[src/acs_pkg.sv]
`default_nettype none
package acs_pkg;
   // ***************************************************
   // Register offsets
   // ***************************************************
   localparam logic [7:0] ACS_OFF_BUFFER = 8'h00;
   localparam logic [7:0] ACS_OFF_MODE = 8'h04;
   localparam logic [7:0] ACS_OFF_CONTROL = 8'h08;
   localparam logic [7:0] ACS_OFF_BAUD = 8'h0C;
   localparam logic [7:0] ACS_OFF_STATUS = 8'h10;
   // ***************************************************
   // Field positions
   // ***************************************************
   localparam int ACS_MODE_RXEN = 2;
   localparam int ACS_MODE_WAKE = 3;
   localparam int ACS_MODE_CSRC = 4;
   localparam int ACS_MODE_TX9 = 7;
   localparam int ACS_CTRL_RX9 = 7;
   localparam int ACS_CTRL_EVEN = 6;
   localparam int ACS_CTRL_PE = 5;
   localparam int ACS_CTRL_OVERRUN_FLAG = 4;
   localparam int ACS_CTRL_PARITY_ERROR_FLAG = 3;
   localparam int ACS_CTRL_FRAMING_ERROR_FLAG = 2;
   localparam int ACS_BAUD_SEL_LSB = 4;
   localparam int ACS_STAT_TXEMPTY = 0;
   localparam int ACS_STAT_RXFULL = 1;
   localparam int ACS_STAT_TXBUSY = 2;
   // ***************************************************
   // Frame modes
   // ***************************************************
   localparam logic [1:0] ACS_MODE_OFF = 2'h0;
   localparam logic [1:0] ACS_MODE_7 = 2'h1;
   localparam logic [1:0] ACS_MODE_8 = 2'h2;
   localparam logic [1:0] ACS_MODE_9 = 2'h3;
   // ***************************************************
   // Reset values
   // ***************************************************
   localparam logic [7:0] ACS_MODE_RST = 8'h00;
   localparam logic [5:0] ACS_BAUD_RST = 6'h00;
   localparam logic [7:0] ACS_PRE_RST = 8'h00;
   // ***************************************************
   // Tick counts
   // ***************************************************
   localparam logic [3:0] ACS_TICK_LAST = 4'hF;
   localparam logic [3:0] ACS_SAMPLE_FIRST = 4'h6;
   localparam logic [3:0] ACS_SAMPLE_MID = 4'h7;
   localparam logic [3:0] ACS_SAMPLE_LAST = 4'h8;
   localparam logic [3:0] ACS_BITS_7 = 4'h8;
   localparam logic [3:0] ACS_BITS_8 = 4'h9;
   localparam logic [3:0] ACS_RXBITS_7 = 4'h7;
   localparam logic [3:0] ACS_RXBITS_8 = 4'h8;
   typedef enum logic [1:0] {ACS_RX_IDLE, ACS_RX_START, ACS_RX_DATA, ACS_RX_STOP} acs_rx_state_t;
endpackage : acs_pkg
`default_nettype wire

[src/acs_sync3.sv]
`default_nettype none
module acs_sync3 #(
   parameter logic RESET_VAL = 1'b1
) (
   // Clock and reset
   input wire logic clk,
   input wire logic reset_n,
   // Pin and filtered level
   input wire logic d,
   output logic q
);
   logic s1_ff;
   logic s2_ff;
   logic s3_ff;
   logic q_ff;
   logic nxt_q;

   always_comb begin
      nxt_q = (s2_ff == s3_ff) ? s3_ff : q_ff;
   end

   always_ff @(posedge clk) begin
      if (!reset_n) begin
         s1_ff <= RESET_VAL;
         s2_ff <= RESET_VAL;
         s3_ff <= RESET_VAL;
         q_ff <= RESET_VAL;
      end else begin
         s1_ff <= d;
         s2_ff <= s1_ff;
         s3_ff <= s2_ff;
         q_ff <= nxt_q;
      end
   end

   assign q = q_ff;
endmodule : acs_sync3
`default_nettype wire

[src/acs_uart.sv]
`default_nettype none
// Overview of operation
// - Mode field picks 7, 8 or 9 data bits per frame.
// - Parity bit only in 7-bit and 8-bit modes, never in 9-bit.
// - 9-bit mode carries a ninth bit used for slave wake-up.
// - Transmit and receive have separate buffers and run independently.
// - Receive holding buffer keeps one frame while the next is shifted in.
// - Start bit accepted only if two of three samples are low.
// - Pulse on transmit buffer empty and on received frame ready.
// - Overrun, parity and framing error flags set on detection.
// - Reading control register clears each error flag that the read returned as set.
// - Baud input is prescaler tap fc/4, 16, 64 or 256 by two-bit select.
// - 4-bit divider further divides the selected tap by 1 to 16 (value 0 gives 16).
// - Sixteen serial ticks form one bit period.
// - Timer 0 compare match may serve as serial tick source.
// - Bit value is majority of samples at ticks 7, 8 and 9.
// - With wake-up in 9-bit mode, receive only frames with ninth bit 1.
// - Transmit data goes out least significant bit first.
// - Stop bit majority of zero flags a framing error.
module acs_uart (
   // Clock and reset
   input wire logic clk,
   input wire logic reset_n,
   // APB slave
   input wire logic psel,
   input wire logic penable,
   input wire logic pwrite,
   input wire logic [7:0] paddr,
   input wire logic [31:0] pwdata,
   output logic [31:0] prdata,
   output logic pready,
   output logic pslverr,
   // Serial line
   input wire logic rxd,
   output logic txd,
   // Timing sources
   input wire logic prescaler_run_bit,
   input wire logic timer_zero_match,
   // Events
   output logic transmit_irq,
   output logic receive_irq
);
   // ***************************************************
   // Declarations
   // ***************************************************
   logic [7:0] pre_ff, nxt_pre;
   logic [3:0] bdiv_ff, nxt_bdiv;
   logic [7:0] channel_mode_reg, nxt_mode;
   logic [5:0] baud_control_reg, nxt_baud;
   logic pe_ff, nxt_pe, even_ff, nxt_even;
   logic overrun_flag, nxt_overrun_flag, parity_error_flag, nxt_parity_error_flag, framing_error_flag, nxt_framing_error_flag;
   logic [31:0] prdata_ff, nxt_prdata;
   logic snap_full_ff, nxt_snap_full;
   logic [7:0] tx_buf_ff, nxt_tx_buf;
   logic tx_full_ff, nxt_tx_full;
   logic [11:0] tx_sh_ff, nxt_tx_sh;
   logic [3:0] tx_left_ff, nxt_tx_left, tx_tick_ff, nxt_tx_tick;
   logic txd_ff, nxt_txd, tx_irq_ff, nxt_tx_irq;
   acs_pkg::acs_rx_state_t rx_state_ff, nxt_rx_state;
   logic [3:0] rx_tick_ff, nxt_rx_tick, rx_idx_ff, nxt_rx_idx;
   logic [1:0] win_ff, nxt_win;
   logic [9:0] rx_sh_ff, nxt_rx_sh;
   logic [7:0] channel_buffer_reg, nxt_rx_buf;
   logic received_ninth_bit, nxt_rx9;
   logic rx_full_ff, nxt_rx_full, rx_irq_ff, nxt_rx_irq;
   logic prescale_div4_clk, prescale_div16_clk, prescale_div64_clk, prescale_div256_clk;
   logic tap, baud_pulse, serial_tick_clock;
   logic [3:0] bdiv_lim;
   logic setup, rd, wr, mapped;
   logic [1:0] mode;
   logic m7, m9, on, extra_en, tx_bit, tx_load, tx_par;
   logic [11:0] tx_body;
   logic rx_s, eval, maj, rx_done, suppress, rx_par_bit, rx_parity_error_flag;
   logic [3:0] rx_last;
   logic [7:0] rx_data;

   acs_sync3 #(.RESET_VAL(1'b1)) u_rx_sync (.clk(clk), .reset_n(reset_n), .d(rxd), .q(rx_s));

   // ***************************************************
   // Prescaler and baud generator
   // ***************************************************
   assign prescale_div4_clk = prescaler_run_bit & (pre_ff[1:0] == 2'h3);
   assign prescale_div16_clk = prescaler_run_bit & (pre_ff[3:0] == 4'hF);
   assign prescale_div64_clk = prescaler_run_bit & (pre_ff[5:0] == 6'h3F);
   assign prescale_div256_clk = prescaler_run_bit & (pre_ff == 8'hFF);
   always_comb begin
      case (baud_control_reg[5:4])
         2'h0: tap = prescale_div4_clk;
         2'h1: tap = prescale_div16_clk;
         2'h2: tap = prescale_div64_clk;
         default: tap = prescale_div256_clk;
      endcase
      bdiv_lim = (baud_control_reg[3:0] == 4'h0) ? acs_pkg::ACS_TICK_LAST : baud_control_reg[3:0] - 4'h1;
      baud_pulse = tap & (bdiv_ff == bdiv_lim);
      serial_tick_clock = channel_mode_reg[acs_pkg::ACS_MODE_CSRC] ? timer_zero_match : baud_pulse;
      nxt_pre = prescaler_run_bit ? pre_ff + 8'h01 : pre_ff;
      nxt_bdiv = bdiv_ff;
      if (tap) begin
         nxt_bdiv = baud_pulse ? 4'h0 : bdiv_ff + 4'h1;
      end
   end

   always_ff @(posedge clk) begin
      if (!reset_n) begin
         pre_ff <= acs_pkg::ACS_PRE_RST;
         bdiv_ff <= 4'h0;
      end else begin
         pre_ff <= nxt_pre;
         bdiv_ff <= nxt_bdiv;
      end
   end

   // ***************************************************
   // APB registers
   // ***************************************************
   assign setup = psel & ~penable;
   assign rd = psel & penable & ~pwrite;
   assign wr = psel & penable & pwrite;
   assign mapped = (paddr == acs_pkg::ACS_OFF_BUFFER) | (paddr == acs_pkg::ACS_OFF_MODE) |
                   (paddr == acs_pkg::ACS_OFF_CONTROL) | (paddr == acs_pkg::ACS_OFF_BAUD) |
                   (paddr == acs_pkg::ACS_OFF_STATUS);
   assign pready = psel & penable;
   assign pslverr = psel & penable & ~mapped;
   assign prdata = prdata_ff;

   always_comb begin
      nxt_prdata = prdata_ff;
      nxt_snap_full = snap_full_ff;
      if (setup) begin
         nxt_prdata = 32'h0000_0000;
         nxt_snap_full = rx_full_ff;
         case (paddr)
            acs_pkg::ACS_OFF_BUFFER: nxt_prdata[7:0] = channel_buffer_reg;
            acs_pkg::ACS_OFF_MODE: nxt_prdata[7:0] = channel_mode_reg;
            acs_pkg::ACS_OFF_CONTROL: nxt_prdata[7:0] = {received_ninth_bit, even_ff, pe_ff, overrun_flag,
                                                          parity_error_flag, framing_error_flag, 2'h0};
            acs_pkg::ACS_OFF_BAUD: nxt_prdata[5:0] = baud_control_reg;
            acs_pkg::ACS_OFF_STATUS: nxt_prdata[2:0] = {tx_left_ff != 4'h0, rx_full_ff, ~tx_full_ff};
            default: nxt_prdata = 32'h0000_0000;
         endcase
      end
      nxt_mode = channel_mode_reg;
      nxt_baud = baud_control_reg;
      nxt_pe = pe_ff;
      nxt_even = even_ff;
      if (wr && paddr == acs_pkg::ACS_OFF_MODE) begin
         nxt_mode = pwdata[7:0];
      end
      if (wr && paddr == acs_pkg::ACS_OFF_BAUD) begin
         nxt_baud = pwdata[5:0];
      end
      if (wr && paddr == acs_pkg::ACS_OFF_CONTROL) begin
         nxt_pe = pwdata[acs_pkg::ACS_CTRL_PE];
         nxt_even = pwdata[acs_pkg::ACS_CTRL_EVEN];
      end
   end

   always_ff @(posedge clk) begin
      if (!reset_n) begin
         prdata_ff <= 32'h0000_0000;
         snap_full_ff <= 1'b0;
         channel_mode_reg <= acs_pkg::ACS_MODE_RST;
         baud_control_reg <= acs_pkg::ACS_BAUD_RST;
         pe_ff <= 1'b0;
         even_ff <= 1'b0;
      end else begin
         prdata_ff <= nxt_prdata;
         snap_full_ff <= nxt_snap_full;
         channel_mode_reg <= nxt_mode;
         baud_control_reg <= nxt_baud;
         pe_ff <= nxt_pe;
         even_ff <= nxt_even;
      end
   end

   // ***************************************************
   // Transmitter
   // ***************************************************
   assign mode = channel_mode_reg[1:0];
   assign m7 = (mode == acs_pkg::ACS_MODE_7);
   assign m9 = (mode == acs_pkg::ACS_MODE_9);
   assign on = (mode != acs_pkg::ACS_MODE_OFF);
   assign extra_en = m9 | pe_ff;
   assign tx_bit = serial_tick_clock & (tx_tick_ff == acs_pkg::ACS_TICK_LAST);
   assign tx_load = tx_bit & (tx_left_ff == 4'h0) & tx_full_ff & on;
   assign txd = txd_ff;
   assign transmit_irq = tx_irq_ff;

   always_comb begin
      tx_par = (m7 ? ^tx_buf_ff[6:0] : ^tx_buf_ff) ^ ~even_ff;
      tx_body = 12'hFFF;
      tx_body[7:0] = tx_buf_ff;
      if (m7) begin
         tx_body[7] = extra_en ? tx_par : 1'b1;
      end else begin
         tx_body[8] = extra_en ? (m9 ? channel_mode_reg[acs_pkg::ACS_MODE_TX9] : tx_par) : 1'b1;
      end
      nxt_tx_tick = serial_tick_clock ? tx_tick_ff + 4'h1 : tx_tick_ff;
      nxt_tx_buf = tx_buf_ff;
      nxt_tx_full = tx_full_ff;
      nxt_tx_sh = tx_sh_ff;
      nxt_tx_left = tx_left_ff;
      nxt_txd = txd_ff;
      nxt_tx_irq = 1'b0;
      if (tx_bit) begin
         if (tx_left_ff != 4'h0) begin
            nxt_txd = tx_sh_ff[0];
            nxt_tx_sh = {1'b1, tx_sh_ff[11:1]};
            nxt_tx_left = tx_left_ff - 4'h1;
         end else if (tx_load) begin
            nxt_txd = 1'b0;
            nxt_tx_sh = tx_body;
            nxt_tx_left = (m7 ? acs_pkg::ACS_BITS_7 : acs_pkg::ACS_BITS_8) + {3'h0, extra_en};
            nxt_tx_full = 1'b0;
            nxt_tx_irq = 1'b1;
         end else begin
            nxt_txd = 1'b1;
         end
      end
      if (wr && paddr == acs_pkg::ACS_OFF_BUFFER) begin
         nxt_tx_buf = pwdata[7:0];
         nxt_tx_full = 1'b1;
      end
   end

   always_ff @(posedge clk) begin
      if (!reset_n) begin
         tx_tick_ff <= 4'h0;
         tx_buf_ff <= 8'h00;
         tx_full_ff <= 1'b0;
         tx_sh_ff <= 12'hFFF;
         tx_left_ff <= 4'h0;
         txd_ff <= 1'b1;
         tx_irq_ff <= 1'b0;
      end else begin
         tx_tick_ff <= nxt_tx_tick;
         tx_buf_ff <= nxt_tx_buf;
         tx_full_ff <= nxt_tx_full;
         tx_sh_ff <= nxt_tx_sh;
         tx_left_ff <= nxt_tx_left;
         txd_ff <= nxt_txd;
         tx_irq_ff <= nxt_tx_irq;
      end
   end

   // ***************************************************
   // Receiver
   // ***************************************************
   assign eval = serial_tick_clock & (rx_tick_ff == acs_pkg::ACS_SAMPLE_LAST) & (rx_state_ff != acs_pkg::ACS_RX_IDLE);
   assign maj = (win_ff[1] & win_ff[0]) | (win_ff[1] & rx_s) | (win_ff[0] & rx_s);
   assign rx_done = eval & (rx_state_ff == acs_pkg::ACS_RX_STOP);
   assign rx_last = (m7 ? acs_pkg::ACS_RXBITS_7 : acs_pkg::ACS_RXBITS_8) + {3'h0, extra_en} - 4'h1;
   assign rx_data = m7 ? {pe_ff & rx_sh_ff[7], rx_sh_ff[6:0]} : rx_sh_ff[7:0];
   assign rx_par_bit = m7 ? rx_sh_ff[7] : rx_sh_ff[8];
   assign rx_parity_error_flag = pe_ff & ~m9 & (rx_par_bit != ((m7 ? ^rx_sh_ff[6:0] : ^rx_sh_ff[7:0]) ^ ~even_ff));
   assign suppress = channel_mode_reg[acs_pkg::ACS_MODE_WAKE] & m9 & ~rx_sh_ff[8];
   assign receive_irq = rx_irq_ff;

   always_comb begin
      nxt_rx_state = rx_state_ff;
      nxt_rx_tick = serial_tick_clock ? rx_tick_ff + 4'h1 : rx_tick_ff;
      nxt_rx_idx = rx_idx_ff;
      nxt_win = win_ff;
      nxt_rx_sh = rx_sh_ff;
      nxt_rx_buf = channel_buffer_reg;
      nxt_rx9 = received_ninth_bit;
      nxt_rx_full = rx_full_ff;
      nxt_rx_irq = 1'b0;
      nxt_overrun_flag = overrun_flag;
      nxt_parity_error_flag = parity_error_flag;
      nxt_framing_error_flag = framing_error_flag;
      if (rd && paddr == acs_pkg::ACS_OFF_CONTROL) begin
         nxt_overrun_flag = overrun_flag & ~prdata_ff[acs_pkg::ACS_CTRL_OVERRUN_FLAG];
         nxt_parity_error_flag = parity_error_flag & ~prdata_ff[acs_pkg::ACS_CTRL_PARITY_ERROR_FLAG];
         nxt_framing_error_flag = framing_error_flag & ~prdata_ff[acs_pkg::ACS_CTRL_FRAMING_ERROR_FLAG];
      end
      if (rd && paddr == acs_pkg::ACS_OFF_BUFFER && snap_full_ff) begin
         nxt_rx_full = 1'b0;
      end
      if (serial_tick_clock && (rx_tick_ff == acs_pkg::ACS_SAMPLE_FIRST || rx_tick_ff == acs_pkg::ACS_SAMPLE_MID)) begin
         nxt_win = {win_ff[0], rx_s};
      end
      case (rx_state_ff)
         acs_pkg::ACS_RX_IDLE: begin
            if (!rx_s && on && channel_mode_reg[acs_pkg::ACS_MODE_RXEN]) begin
               nxt_rx_state = acs_pkg::ACS_RX_START;
               nxt_rx_tick = 4'h0;
            end
         end
         acs_pkg::ACS_RX_START: begin
            if (eval) begin
               nxt_rx_state = maj ? acs_pkg::ACS_RX_IDLE : acs_pkg::ACS_RX_DATA;
               nxt_rx_idx = 4'h0;
            end
         end
         acs_pkg::ACS_RX_DATA: begin
            if (eval) begin
               nxt_rx_sh[rx_idx_ff] = maj;
               nxt_rx_idx = rx_idx_ff + 4'h1;
               if (rx_idx_ff == rx_last) begin
                  nxt_rx_state = acs_pkg::ACS_RX_STOP;
               end
            end
         end
         acs_pkg::ACS_RX_STOP: begin
            if (eval) begin
               nxt_rx_state = acs_pkg::ACS_RX_IDLE;
               if (!maj) begin
                  nxt_framing_error_flag = 1'b1;
               end
               if (!suppress) begin
                  if (rx_full_ff && nxt_rx_full) begin
                     nxt_overrun_flag = 1'b1;
                  end else begin
                     nxt_rx_buf = rx_data;
                     nxt_rx9 = m9 ? rx_sh_ff[8] : (~m7 & pe_ff & rx_sh_ff[8]);
                     nxt_rx_full = 1'b1;
                     nxt_rx_irq = 1'b1;
                     if (rx_parity_error_flag) begin
                        nxt_parity_error_flag = 1'b1;
                     end
                  end
               end
               nxt_rx_sh = 10'h000;
            end
         end
         default: nxt_rx_state = acs_pkg::ACS_RX_IDLE;
      endcase
   end

   always_ff @(posedge clk) begin
      if (!reset_n) begin
         rx_state_ff <= acs_pkg::ACS_RX_IDLE;
         rx_tick_ff <= 4'h0;
         rx_idx_ff <= 4'h0;
         win_ff <= 2'h3;
         rx_sh_ff <= 10'h000;
         channel_buffer_reg <= 8'h00;
         received_ninth_bit <= 1'b0;
         rx_full_ff <= 1'b0;
         rx_irq_ff <= 1'b0;
         overrun_flag <= 1'b0;
         parity_error_flag <= 1'b0;
         framing_error_flag <= 1'b0;
      end else begin
         rx_state_ff <= nxt_rx_state;
         rx_tick_ff <= nxt_rx_tick;
         rx_idx_ff <= nxt_rx_idx;
         win_ff <= nxt_win;
         rx_sh_ff <= nxt_rx_sh;
         channel_buffer_reg <= nxt_rx_buf;
         received_ninth_bit <= nxt_rx9;
         rx_full_ff <= nxt_rx_full;
         rx_irq_ff <= nxt_rx_irq;
         overrun_flag <= nxt_overrun_flag;
         parity_error_flag <= nxt_parity_error_flag;
         framing_error_flag <= nxt_framing_error_flag;
      end
   end
endmodule : acs_uart
`default_nettype wire

[config.mk]
export PLATFORM = sky130hd
export DESIGN_NAME = acs_uart
export DESIGN_NICKNAME = d
export VERILOG_FILES = /design/src/acs_pkg.sv /design/src/acs_sync3.sv /design/src/acs_uart.sv
export SDC_FILE = /design/constraint.sdc
export NUM_CORES = 1
export LEC_CHECK = 0
export BUFFER_PORTS_ARGS = -buffer_cell sky130_fd_sc_hd__buf_4
export CAP_MARGIN = 10
export CORE_MARGIN = 10
export CORE_UTILIZATION = 32
export CTS_CLUSTER_SIZE = 40
export DETAILED_ROUTE_END_ITERATION = 16
export PLACE_DENSITY_LB_ADDON = 0.2
export SETUP_SLACK_MARGIN = 0.2
export SLEW_MARGIN = 10
export SYNTH_ARGS = -nofsm -noshare
export SYNTH_HDL_FRONTEND = slang
export SYNTH_SLANG_ARGS = --single-unit
[constraint.sdc]
create_clock -name clk -period 4.75 [get_ports clk]
set_input_delay 0.475 -clock clk [delete_from_list [all_inputs] [get_ports clk]]
set_output_delay 0.475 -clock clk [all_outputs]
set_load 0.02 [all_outputs]
After elaboration in Yosys (flattened, before gate mapping):

Index checks and enable logic that the tools add are counted.
W data, S select, Z words.

* register bits after elaboration: 108
* output and inout port bits: 37
* input bits: 48
* logic and storage cells: 236

* magnitude comparators: 2
* mux-type cells: 70
* reduce and logical (&&, ||, !) cells: 39
* bitwise operators: 55
* equality and inequality tests: 29
* $add $sub $neg: 10

Operators with widths (count)
* $mux W1: 40
* $mux W4: 10
* $and A1 B1 Y1: 29
* $mux W12: 2
* $mux W10: 2
* $pmux W10 S2: 1
* $not A1 Y1: 17
* $add A4 B1 Y4 const B: 4
* $eq A8 B4 Y1 const B: 2
* $reduce_xor A8 Y1: 2
* $pmux W3 S5: 1
* $reduce_bool A2 Y1: 7
* $reduce_xor A7 Y1: 2
* $eq A4 B4 Y1 const B: 3
* $logic_and A1 B1 Y1: 12
* $mux W2: 6
* $pmux W3 S4: 1
* $sub A4 B1 Y4 const B: 3
* $bwmux W10: 1
* $eq A2 B2 Y1 const B: 5
* $ne A2 B2 Y1 const B: 5
* $reduce_and A3 Y1: 3
* $add A4 B1 Y4: 2
* $add A8 B1 Y8 const B: 1
* 31 further kinds: 44

Logic depth before layout (Yosys ltp):

Gate-level depths: netlist of the first run.

* depth after elaboration: 13
* depth in mapped cells: 10
* mapped depth without buffers: 8

Modules after synthesis:

Synthesis of the first run repeated with hierarchy kept, for this count alone.

* cells, all modules: 662
* area total of the unflattened synthesis: 5451.5 µm²

Modules (own cells, without submodules)
* acs_uart: sequential area each 2001.9 µm², instances 1, area each 5338.9 µm², cells an instance 652
* acs_sync3: sequential area each 80.1 µm², instances 1, area each 112.6 µm², cells an instance 10

Least setup slack after synthesis of the first run:

No wires, ideal clock.

* path type: register -> register
* start point: register baud_control_reg[0]
* end point: register tx_left_ff[3]
* period minus slack after synthesis: 2677 ps
* data required time: 4615 ps
* cell stages (with the launch flop): 11
* data arrival time: 2542 ps
* setup time: 135 ps
* path buffers: 2
* path slack: 2073 ps
* cells stage by stage: dfxtp_1 inv_1 ha_1 or3b_1 nand3_1 or4b_4 o31a_1 buf_2 buf_2 o311ai_0 o41ai_1

* word-level cells in the longest chain between the ends: 11
* elaborated cells between the ends (all ways): 12
* classes of those cells: add/sub (1); eq/ne (1); mux (2); bitwise (5); reduce/logical (3)

RTL lines
* start: declaration: line acs_uart.sv:49 `logic [5:0] baud_control_reg, nxt_baud;`
* start signal: assignment: line acs_uart.sv:163 `baud_control_reg <= acs_pkg::ACS_BAUD_RST;`
* start signal: assignment: line acs_uart.sv:170 `baud_control_reg <= nxt_baud;`
* $sub A4 B1 Y4 or $logic_not A4 Y1 (tied branches): line acs_uart.sv:93 `bdiv_lim = (baud_control_reg[3:0] == 4'h0) ? acs_pkg::ACS_TICK_LAST : baud_control_reg[3:0] - 4'h1;`
* $mux W4 *: line acs_uart.sv:93
* $eq A4 B4 Y1 *: line acs_uart.sv:94 `baud_pulse = tap & (bdiv_ff == bdiv_lim);`
* $and A1 B1 Y1 *: line acs_uart.sv:94
* $mux W1 *: line acs_uart.sv:95 `serial_tick_clock = channel_mode_reg[acs_pkg::ACS_MODE_CSRC] ? timer_zero_match : baud_pulse;`
* $and A1 B1 Y1 *: line acs_uart.sv:184 `assign tx_bit = serial_tick_clock & (tx_tick_ff == acs_pkg::ACS_TICK_LAST);`
* $and A1 B1 Y1 (3 in a row): line acs_uart.sv:185 `assign tx_load = tx_bit & (tx_left_ff == 4'h0) & tx_full_ff & on;`
* $reduce_bool A2 Y1 (no source line)
* $reduce_and A2 Y1 (no source line) *
* end signal: assignment: line acs_uart.sv:240 `tx_left_ff <= nxt_tx_left;`
* end: declaration: line acs_uart.sv:57 `logic [3:0] tx_left_ff, nxt_tx_left, tx_tick_ff, nxt_tx_tick;`

Mark *: on every way between the ends. The rest lies on a longest branch, timed or not.
A chain may end at the register's enable or synchronous reset.

Worst setup path after layout of the first run:

* start point: register baud_control_reg[0]
* end point: register rx_state_ff[0]

* word-level cells in the longest chain between the ends: 9
* elaborated cells between the ends (all ways): 12
* classes of those cells: add/sub (1); eq/ne (4); mux (2); bitwise (3); reduce/logical (2)

RTL lines
* $sub A4 B1 Y4 or $logic_not A4 Y1 (tied branches): line acs_uart.sv:93
* $mux W4 *: line acs_uart.sv:93
* $eq A4 B4 Y1 *: line acs_uart.sv:94
* $and A1 B1 Y1 *: line acs_uart.sv:94
* $mux W1 *: line acs_uart.sv:95
* $and A1 B1 Y1 * (2 in a row): line acs_uart.sv:249 `assign eval = serial_tick_clock & (rx_tick_ff == acs_pkg::ACS_SAMPLE_LAST) & (rx_state_ff != acs_pkg::ACS_RX_I ...`
* $ne A2 B2 Y1 (no source line)
* $reduce_and A5 Y1 (no source line) *
* end signal: assignment: line acs_uart.sv:333 `rx_state_ff <= acs_pkg::ACS_RX_IDLE;`
* end signal: assignment: line acs_uart.sv:346 `rx_state_ff <= nxt_rx_state;`
* end: declaration: line acs_uart.sv:59 `acs_pkg::acs_rx_state_t rx_state_ff, nxt_rx_state;`

Marked as above.

==> reports/qor.log, run 1 <==
qor: status.status finished clean
qor: final_layout.highest_count_cells_in_the_layout_ignoring_fill_and_taps 104 x sky130_fd_sc_hd__dfxtp_1, 73 x sky130_fd_sc_hd__nand2_1, 57 x sky130_fd_sc_hd__nor2_1, 52 x sky130_fd_sc_hd__a21oi_1, 39 x sky130_fd_sc_hd__buf_4
qor: global_routing.gr-usage-all-layers 12.75%
qor: placement.place_congestion 0.8610
qor: power.switching_pwr 431.8 uW
qor: final_layout.layout_commonest_cell sky130_fd_sc_hd__dfxtp_1
qor: global_routing.grt_start_max_net_pins 56
qor: floorplanning.top_level_ports 85
qor: routing.wire_per_inst 15.90 um
qor: clock_network.cts.hold.buffers_added 0
qor: power.power_density 282.4 mW/mm2
qor: power.clock_share_of_power 42.2%
qor: clock_network.clockBufferDepth 2
qor: timing.finalSetupTns 0 ps
qor: floorplanning.fp-row-count 47
qor: power.sequentialPowerShare 51.9%
qor: worst_setup_path.critical_path_required 5020 ps
qor: clock_network.post_cts_buffers 0
qor: final_layout.instances_no_fill 887
qor: min_path.holdCritPathClass input port to flip-flop
qor: timing.relSlewSlack 31.81%
qor: synthesis.synth-edff-count 0
qor: final_layout.num-nets-final 722
qor: worst_setup_path.timing.critical_path.slowest_cell_delay 660 ps
qor: clock_network.clock_sinks 104
qor: routing.detailedRoute.firstIterationViolations 291
qor: routing.finalWirelength 14,100 um
qor: synthesis.ys_warn_count 0
qor: power.power.static_leakage 0.002216 uW
qor: worst_setup_path.critPathLaunchType flip-flop
qor: worst_setup_path.setup.worst_path.end_class flip-flop
qor: routing.num_vias 4,538
qor: synthesis.synth.distinct_cells 61
qor: floorplanning.die_width 150.2 um
qor: clock_network.cts_htree_levels 3
qor: synthesis.synth_area 0.005425 mm2
qor: clock_network.total_clock_buffers_created_by_cts 9
qor: power.max-vdd-ir-drop 0.1867 mV
qor: timing.fmax 0.3098 GHz
qor: global_routing.grt_antenna_before_repair 0
qor: power.comb_power_share 5.9%
qor: floorplanning.core_area 0.01658 mm2
qor: floorplanning.fp.dieArea 0.02256 mm2
qor: placement.placed_cells_incl_taps 871
qor: final_layout.layout-drive-gt1-share 10.64%
qor: clock_network.clock_latency_late_sink 360 ps
qor: placement.io_buffer_count 36
qor: worst_setup_path.path_cells inv_1 -> ha_1 -> or3b_1 -> nand3_1 -> or4b_4 -> o31a_2 -> or4_1 -> a311oi_1
qor: worst_setup_path.critical_path_class flip-flop to flip-flop
qor: synthesis.ys.flop_type sky130_fd_sc_hd__dfxtp_1
qor: synthesis.synth.avg_cell_area 8.295 um2
qor: floorplanning.die_height 150.2 um
qor: synthesis.seq_area_frac_synth 38.38%
qor: worst_setup_path.timing.critical_path.slowest_stage_cell sky130_fd_sc_hd__o31a_2
qor: synthesis.synthCells 654
qor: timing.finalHoldViolCount 0
qor: global_routing.grt.overflow.total 0
qor: routing.vias_per_cell 5.116
qor: job.cap_viol_max_count 0
qor: timing.report.final.slew_viol_count 0
qor: synthesis.ys_top_cells_by_area sky130_fd_sc_hd__dfxtp_1 38%, sky130_fd_sc_hd__mux2i_1 5.7%, sky130_fd_sc_hd__nand2_1 5.1%, sky130_fd_sc_hd__a21oi_1 4.8%, sky130_fd_sc_hd__nor2_1 3.9%
qor: final_layout.final_util 36.32%
qor: routing.remaining_drcs 0
qor: power.internal_power 1269 uW
qor: final_layout.area_growth 11.02%
qor: worst_setup_path.arrival 3500 ps
qor: timing.worstMarginPinSlew 1023 ps
qor: synthesis.biggest_area_consumer_among_synthesized_cells sky130_fd_sc_hd__dfxtp_1
qor: timing.clock-skew-final 8.437 ps
qor: timing.portion_of_the_clock_cycle_consumed_by_the_worst_path_in_the_final_layout 67.96%
qor: clock_network.cts_root_buffer sky130_fd_sc_hd__clkbuf_16
qor: floorplanning.start_util 32.71%
qor: timing.grt_setup_unrepaired no
qor: final_layout.diodes 0
qor: timing.setup_viol_count_final 0
qor: power.sw_frac_of_total 25.39%
qor: global_routing.first_global_vias 4,523
qor: synthesis.synth_top_area_share 38.38%
qor: synthesis.number_of_synthesized_register_bits 104
qor: placement.detailed_place_hpwl 10,080 um
qor: clock_network.gates_resized_cts_repair 0
qor: synthesis.synthArstFlopShare 0%
qor: timing.final_period_minus_worst_setup_slack 3228 ps
qor: clock_network.cts_tree built
qor: final_layout.largestRegisters rx_sh_ff: 9 flops, tx_sh_ff: 9 flops
qor: global_routing.wire_length_of_the_first_global_routing_pass 23,240 um
qor: routing.drt_pass1_iterations 4
qor: clock_network.path_clk_slew 80 ps
qor: worst_setup_path.crit_path_max_fo 50
qor: routing.ant_nets 0
==> per-layer routing <==
| layer | up-vias | GRT usage, % | share of wire [%] |
|---|---|---|---|
| met5 | - | 0 | 0 |
| met4 | 0 | 3.644 | 1.2 |
| met3 | 15 | 3.091 | 4.7 |
| met2 | 77 | 21.66 | 49 |
| met1 | 2153 | 15.68 | 45 |
| li1 | 2293 | - | - |
==> final timing paths <==
kind	depth (start not counted)	from	slack (ps)	to
max	8	baud_control_reg[0]$_SDFFE_PN0P_	1520	rx_state_ff[0]$_SDFFE_PN0P_
min reg2reg	1	u_rx_sync.s1_ff$_SDFF_PN1_	430	u_rx_sync.s2_ff$_SDFF_PN1_
min	2	rxd	300	u_rx_sync.s1_ff$_SDFF_PN1_
max reg2reg	8	baud_control_reg[0]$_SDFFE_PN0P_	1520	rx_state_ff[0]$_SDFFE_PN0P_
==> cell usage after synthesis (11+ instances only) <==
cell type / number
sky130_fd_sc_hd__dfxtp_1: 104
sky130_fd_sc_hd__buf_4: 24
sky130_fd_sc_hd__nor3_1: 15
sky130_fd_sc_hd__a31oi_1: 14
sky130_fd_sc_hd__o21ai_0: 26
sky130_fd_sc_hd__nor4_1: 11
sky130_fd_sc_hd__xnor2_1: 20
sky130_fd_sc_hd__inv_1: 24
sky130_fd_sc_hd__a21oi_1: 52
sky130_fd_sc_hd__ha_1: 12
sky130_fd_sc_hd__clkbuf_1: 30
sky130_fd_sc_hd__mux2i_1: 31
sky130_fd_sc_hd__nor2_1: 57
sky130_fd_sc_hd__nand2_1: 73
sky130_fd_sc_hd__nand3_1: 30
==> metrics by stage <==
stage                     instance area [um2]  hold slack, ps  total power, uW  setup slack [ps]
after floorplan                          5512           386.3            982.9              2073
after global placement                   5743           401.6             1001              1560
after detailed placement                 5743           416.0             1002              1506
after CTS                                6023           288.5             1722              1482
after global routing                     6023           289.5             1768              1273
final                                    6023           298.3             1701              1522
==> logic make-up (layout without fill, tap and decap cells) <==
group,after synthesis,count (layout),share of synthesized area [%]
AOI/OAI and AO/OA,136,136,15.34
xor gates and xnor gates,29,29,5.212
adders and majority gates,12,12,2.767
DFF,104,104,38.38
other,1,24,0.06912
and+or+nand+nor,245,245,22.35
muxes,38,38,8.003
buffers and inverters,89,79,7.887
==> area by class of cell <==
type	count	area, um2
clock inverters	7	55.05
fillers	1767	10560
well taps	220	275.3
multi-input cells	484	3003
inverters	24	90.09
repair buffers	39	292.8
clock buffers	9	225.2
flip-flops and latches	104	2082
==> critical path: cells and delay by family, from the launching register on <==
family,cells,cell delay (ps)
and+or+nand+nor,4,1580
AOI/OAI and AO/OA,2,910
DFF,1,380
adders and majority gates,1,190
buffers and inverters,1,80
==> power by group through the flow <==
| stage | Clock (uW) | Sequential [uW] | Combinational (uW) |
|---|---|---|---|
| 2_1_floorplan | 0 | 903 | 79.9 |
| 3_3_place_gp | 0 | 903 | 97.6 |
| 3_5_place_dp | 0 | 903 | 98.4 |
| 4_1_cts | 741 | 883 | 98.8 |
| 5_1_grt | 775 | 884 | 109 |
| 6_report | 718 | 883 | 99.8 |
Note: power is estimated with default switching activity, not from simulation.
==> run 2: changes to the inputs <==
==> constraint.sdc (replaced) <==
create_clock -name clk -period 2.8 [get_ports clk]
set_input_delay 0.28 -clock clk [delete_from_list [all_inputs] [get_ports clk]]
set_output_delay 0.28 -clock clk [all_outputs]
set_load 0.02 [all_outputs]
==> run 2 against run 1 <==
Effect of this change: cell area increased by 8.8%; utilization increased by 3.2 points; non-clock buffer count grew 23; cell count up 2.4%; sequential power increased by 70%; highest routed layer unchanged.
==> reports/qor.log, run 2 (synthesis results as in run 1) <==
qor: final_layout.area_growth 20.80%
qor: timing.grt_setup_unrepaired yes
qor: clock_network.clock_latency_late_sink 360 ps [about the same]
qor: global_routing.wire_length_of_the_first_global_routing_pass 24,300 um [+4.6%]
qor: timing.worstMarginPinSlew 881.7 ps [-141.2 ps]
qor: final_layout.layout.cell_area.non_filler 0.006554 mm2 [+8.8%]
qor: global_routing.grt.met2_usage 22.03% [+0.38 points]
qor: routing.drt_pass1_iterations 5 [+1]
qor: clock_network.clockBufferDepth 2 [unchanged]
qor: timing.setup_viol_count_final 0 [unchanged]
qor: clock_network.path_clk_slew 70 ps [about the same]
qor: global_routing.gr-usage-all-layers 13.36% [+0.61 points]
qor: routing.finalWirelength 14,640 um [+3.8%]
qor: worst_setup_path.setup.worst_path.end_class flip-flop
qor: clock_network.cts_htree_levels 3 [unchanged]
qor: power.fin_total_pwr 2920 uW [+72%]
qor: timing.report.final.slew_viol_count 0 [unchanged]
qor: placement.placement.cell_area 0.005904 mm2 [+2.8%]
qor: status.status finished clean
qor: timing.relSlewSlack 40.60% [+8.8 points]
qor: timing.fmax 0.3739 GHz [+21%]
qor: timing.clock-skew-final 4.522 ps [-3.915 ps]
qor: timing.fin_ws 125.5 ps [-1397 ps]
qor: clock_network.total_clock_buffers_created_by_cts 9 [unchanged]
qor: power.power.static_leakage 0.002476 uW [+12%]
qor: power.power_density 445.5 mW/mm2 [+58%]
qor: global_routing.first_global_vias 4,649 [+2.8%]
qor: worst_setup_path.arrival 2940 ps [-560 ps]
qor: clock_network.cts_tree built
qor: floorplanning.die_height 150.2 um [unchanged]
qor: routing.detailedRoute.firstIterationViolations 324 [+11%]
qor: clock_network.cts_root_buffer sky130_fd_sc_hd__clkbuf_16
qor: final_layout.highest_count_cells_in_the_layout_ignoring_fill_and_taps 102 x sky130_fd_sc_hd__dfxtp_1, 73 x sky130_fd_sc_hd__nand2_1, 56 x sky130_fd_sc_hd__nor2_1, 54 x sky130_fd_sc_hd__buf_4, 52 x sky130_fd_sc_hd__a21oi_1
qor: floorplanning.start_util 32.71% [unchanged]
qor: global_routing.grt_util_met1 16.76% [+1.1 points]
qor: power.max-vdd-ir-drop 0.2909 mV [+56%]
qor: floorplanning.fp-row-count 47 [unchanged]
qor: job.cap_viol_max_count 0 [unchanged]
qor: global_routing.grt.overflow.total 0 [unchanged]
qor: global_routing.grt_start_max_net_pins 51 [-8.9%]
qor: timing.portion_of_the_clock_cycle_consumed_by_the_worst_path_in_the_final_layout 95.52% [+28 points]
qor: worst_setup_path.critical_path_required 3060 ps [-1960 ps]
qor: placement.post-place-ws -32.89 ps [-1539 ps]
qor: floorplanning.die_width 150.2 um [unchanged]
qor: floorplanning.core_area 0.01658 mm2 [unchanged]
qor: min_path.holdCritPathClass input port to flip-flop
qor: global_routing.grt_antenna_before_repair 0 [unchanged]
qor: final_layout.largestRegisters rx_sh_ff: 9 flops, tx_sh_ff: 9 flops
qor: final_layout.diodes 0 [unchanged]
qor: worst_setup_path.critPathLaunchType flip-flop
qor: global_routing.grtUsageMet3 3.571% [+0.48 points]
qor: timing.final_period_minus_worst_setup_slack 2675 ps [-553.4 ps]
qor: worst_setup_path.timing.critical_path.slowest_stage_cell sky130_fd_sc_hd__or4_4
qor: routing.vias_per_cell 5.134 [+0.36%]
qor: final_layout.layout_commonest_cell sky130_fd_sc_hd__dfxtp_1
qor: global_routing.grt.busiest_layer met2
qor: timing.finalHoldViolCount 0 [unchanged]
qor: clock_network.clock_sinks 104 [unchanged]
qor: placement.io_buffer_count 36 [unchanged]
qor: final_layout.num-nets-final 745 [+3.2%]
qor: routing.num_vias 4,662 [+2.7%]
qor: worst_setup_path.crit_path_max_fo 6 [-88%]
qor: worst_setup_path.critical_path_class flip-flop to flip-flop
qor: final_layout.layout-drive-gt1-share 17.88% [+7.2 points]
qor: worst_setup_path.timing.critical_path.slowest_cell_delay 500 ps [-160 ps]
qor: routing.wire_per_inst 16.12 um [+1.4%]
qor: placement.place_congestion 0.8529 [-0.94%]
qor: timing.finalSetupTns 0 ps [unchanged]
qor: routing.remaining_drcs 0 [unchanged]
qor: routing.ant_nets 0 [unchanged]
qor: worst_setup_path.path_cells inv_2 -> ha_4 -> or3b_4 -> nand3_2 -> or4b_4 -> o31a_4 -> or4_4 -> a311oi_2
qor: floorplanning.fp.dieArea 0.02256 mm2 [unchanged]
qor: placement.detailed_place_hpwl 10,550 um [+4.7%]
qor: clock_network.cts.hold.buffers_added 0 [unchanged]
qor: floorplanning.top_level_ports 85 [unchanged]
## run 2: cell types whose count changed in the layout (fill, tap and decap cells not counted), sizes merged
cell      previous run  this run
bufbuf               0         1
clkinv               3         2
bufinv               0         1
clkinvlp             2         1
clkbuf               9        10
inv                 26        24
buf                 39        61
## run 2: final timing paths
path                                          from                           to  slack (ps)  cells past startpoint
setup / recovery  baud_control_reg[0]$_SDFFE_PN0P_  rx_state_ff[0]$_SDFFE_PN0P_         130                      8
hold / removal                                 rxd   u_rx_sync.s1_ff$_SDFF_PN1_         110                      2
setup reg to reg  baud_control_reg[0]$_SDFFE_PN0P_  rx_state_ff[0]$_SDFFE_PN0P_         130                      8
hold reg to reg         u_rx_sync.s1_ff$_SDFF_PN1_   u_rx_sync.s2_ff$_SDFF_PN1_         430                      1
## run 2: report_power, final
group | internal [uW] | switching, uW | total (uW)
clock | 681 | 563 | 1240
combinational | 57.4 | 120 | 177
sequential | 1490 | 10.6 | 1500
total | 2230 | 693 | 2920
## run 2: timing repair
action	CTS	global route
setup buffers	2	4
cloned	1	0
resized for setup	36	26
pin swaps	13	11
endpoints found under the setup margin	41	48
## run 2: area by class of cell
| class | count | area (um2) |
|---|---|---|
| Fill cell | 1705 | 10030 |
| Multi-Input combinational cell | 484 | 3272 |
| Sequential cell | 104 | 2085 |
| Timing Repair Buffer | 62 | 555.5 |
| Tap cell | 220 | 275.3 |
| Clock buffer | 10 | 229.0 |
| Inverter | 24 | 90.09 |
| Clock inverter | 4 | 47.55 |
## run 2: per-stage QoR
stage	std cells	utilization (%)	hold slack, ps
floorplan	677	-	381.5
global placement	887	35.60	405.1
detailed placement	887	35.60	403.2
CTS	904	38.52	110.2
global route	908	39.52	116.1
finish	908	39.52	113.7
## run 2: routing by layer
layer	part of all wire [%]	wire length, um
met1	46	6774
met2	48	7057
met3	4.4	638
met4	1.1	165
met5	0	0
## run 2: worst max-delay path, delay by kind of cell, from the launching register on
family / cells / cell delay (ps)
AO/OA/AOI/OAI: 2 / 650
adder cells (fa/ha/maj): 1 / 140
buffers and inverters: 1 / 60
flip-flops: 1 / 330
AND/OR/NAND/NOR: 4 / 1400
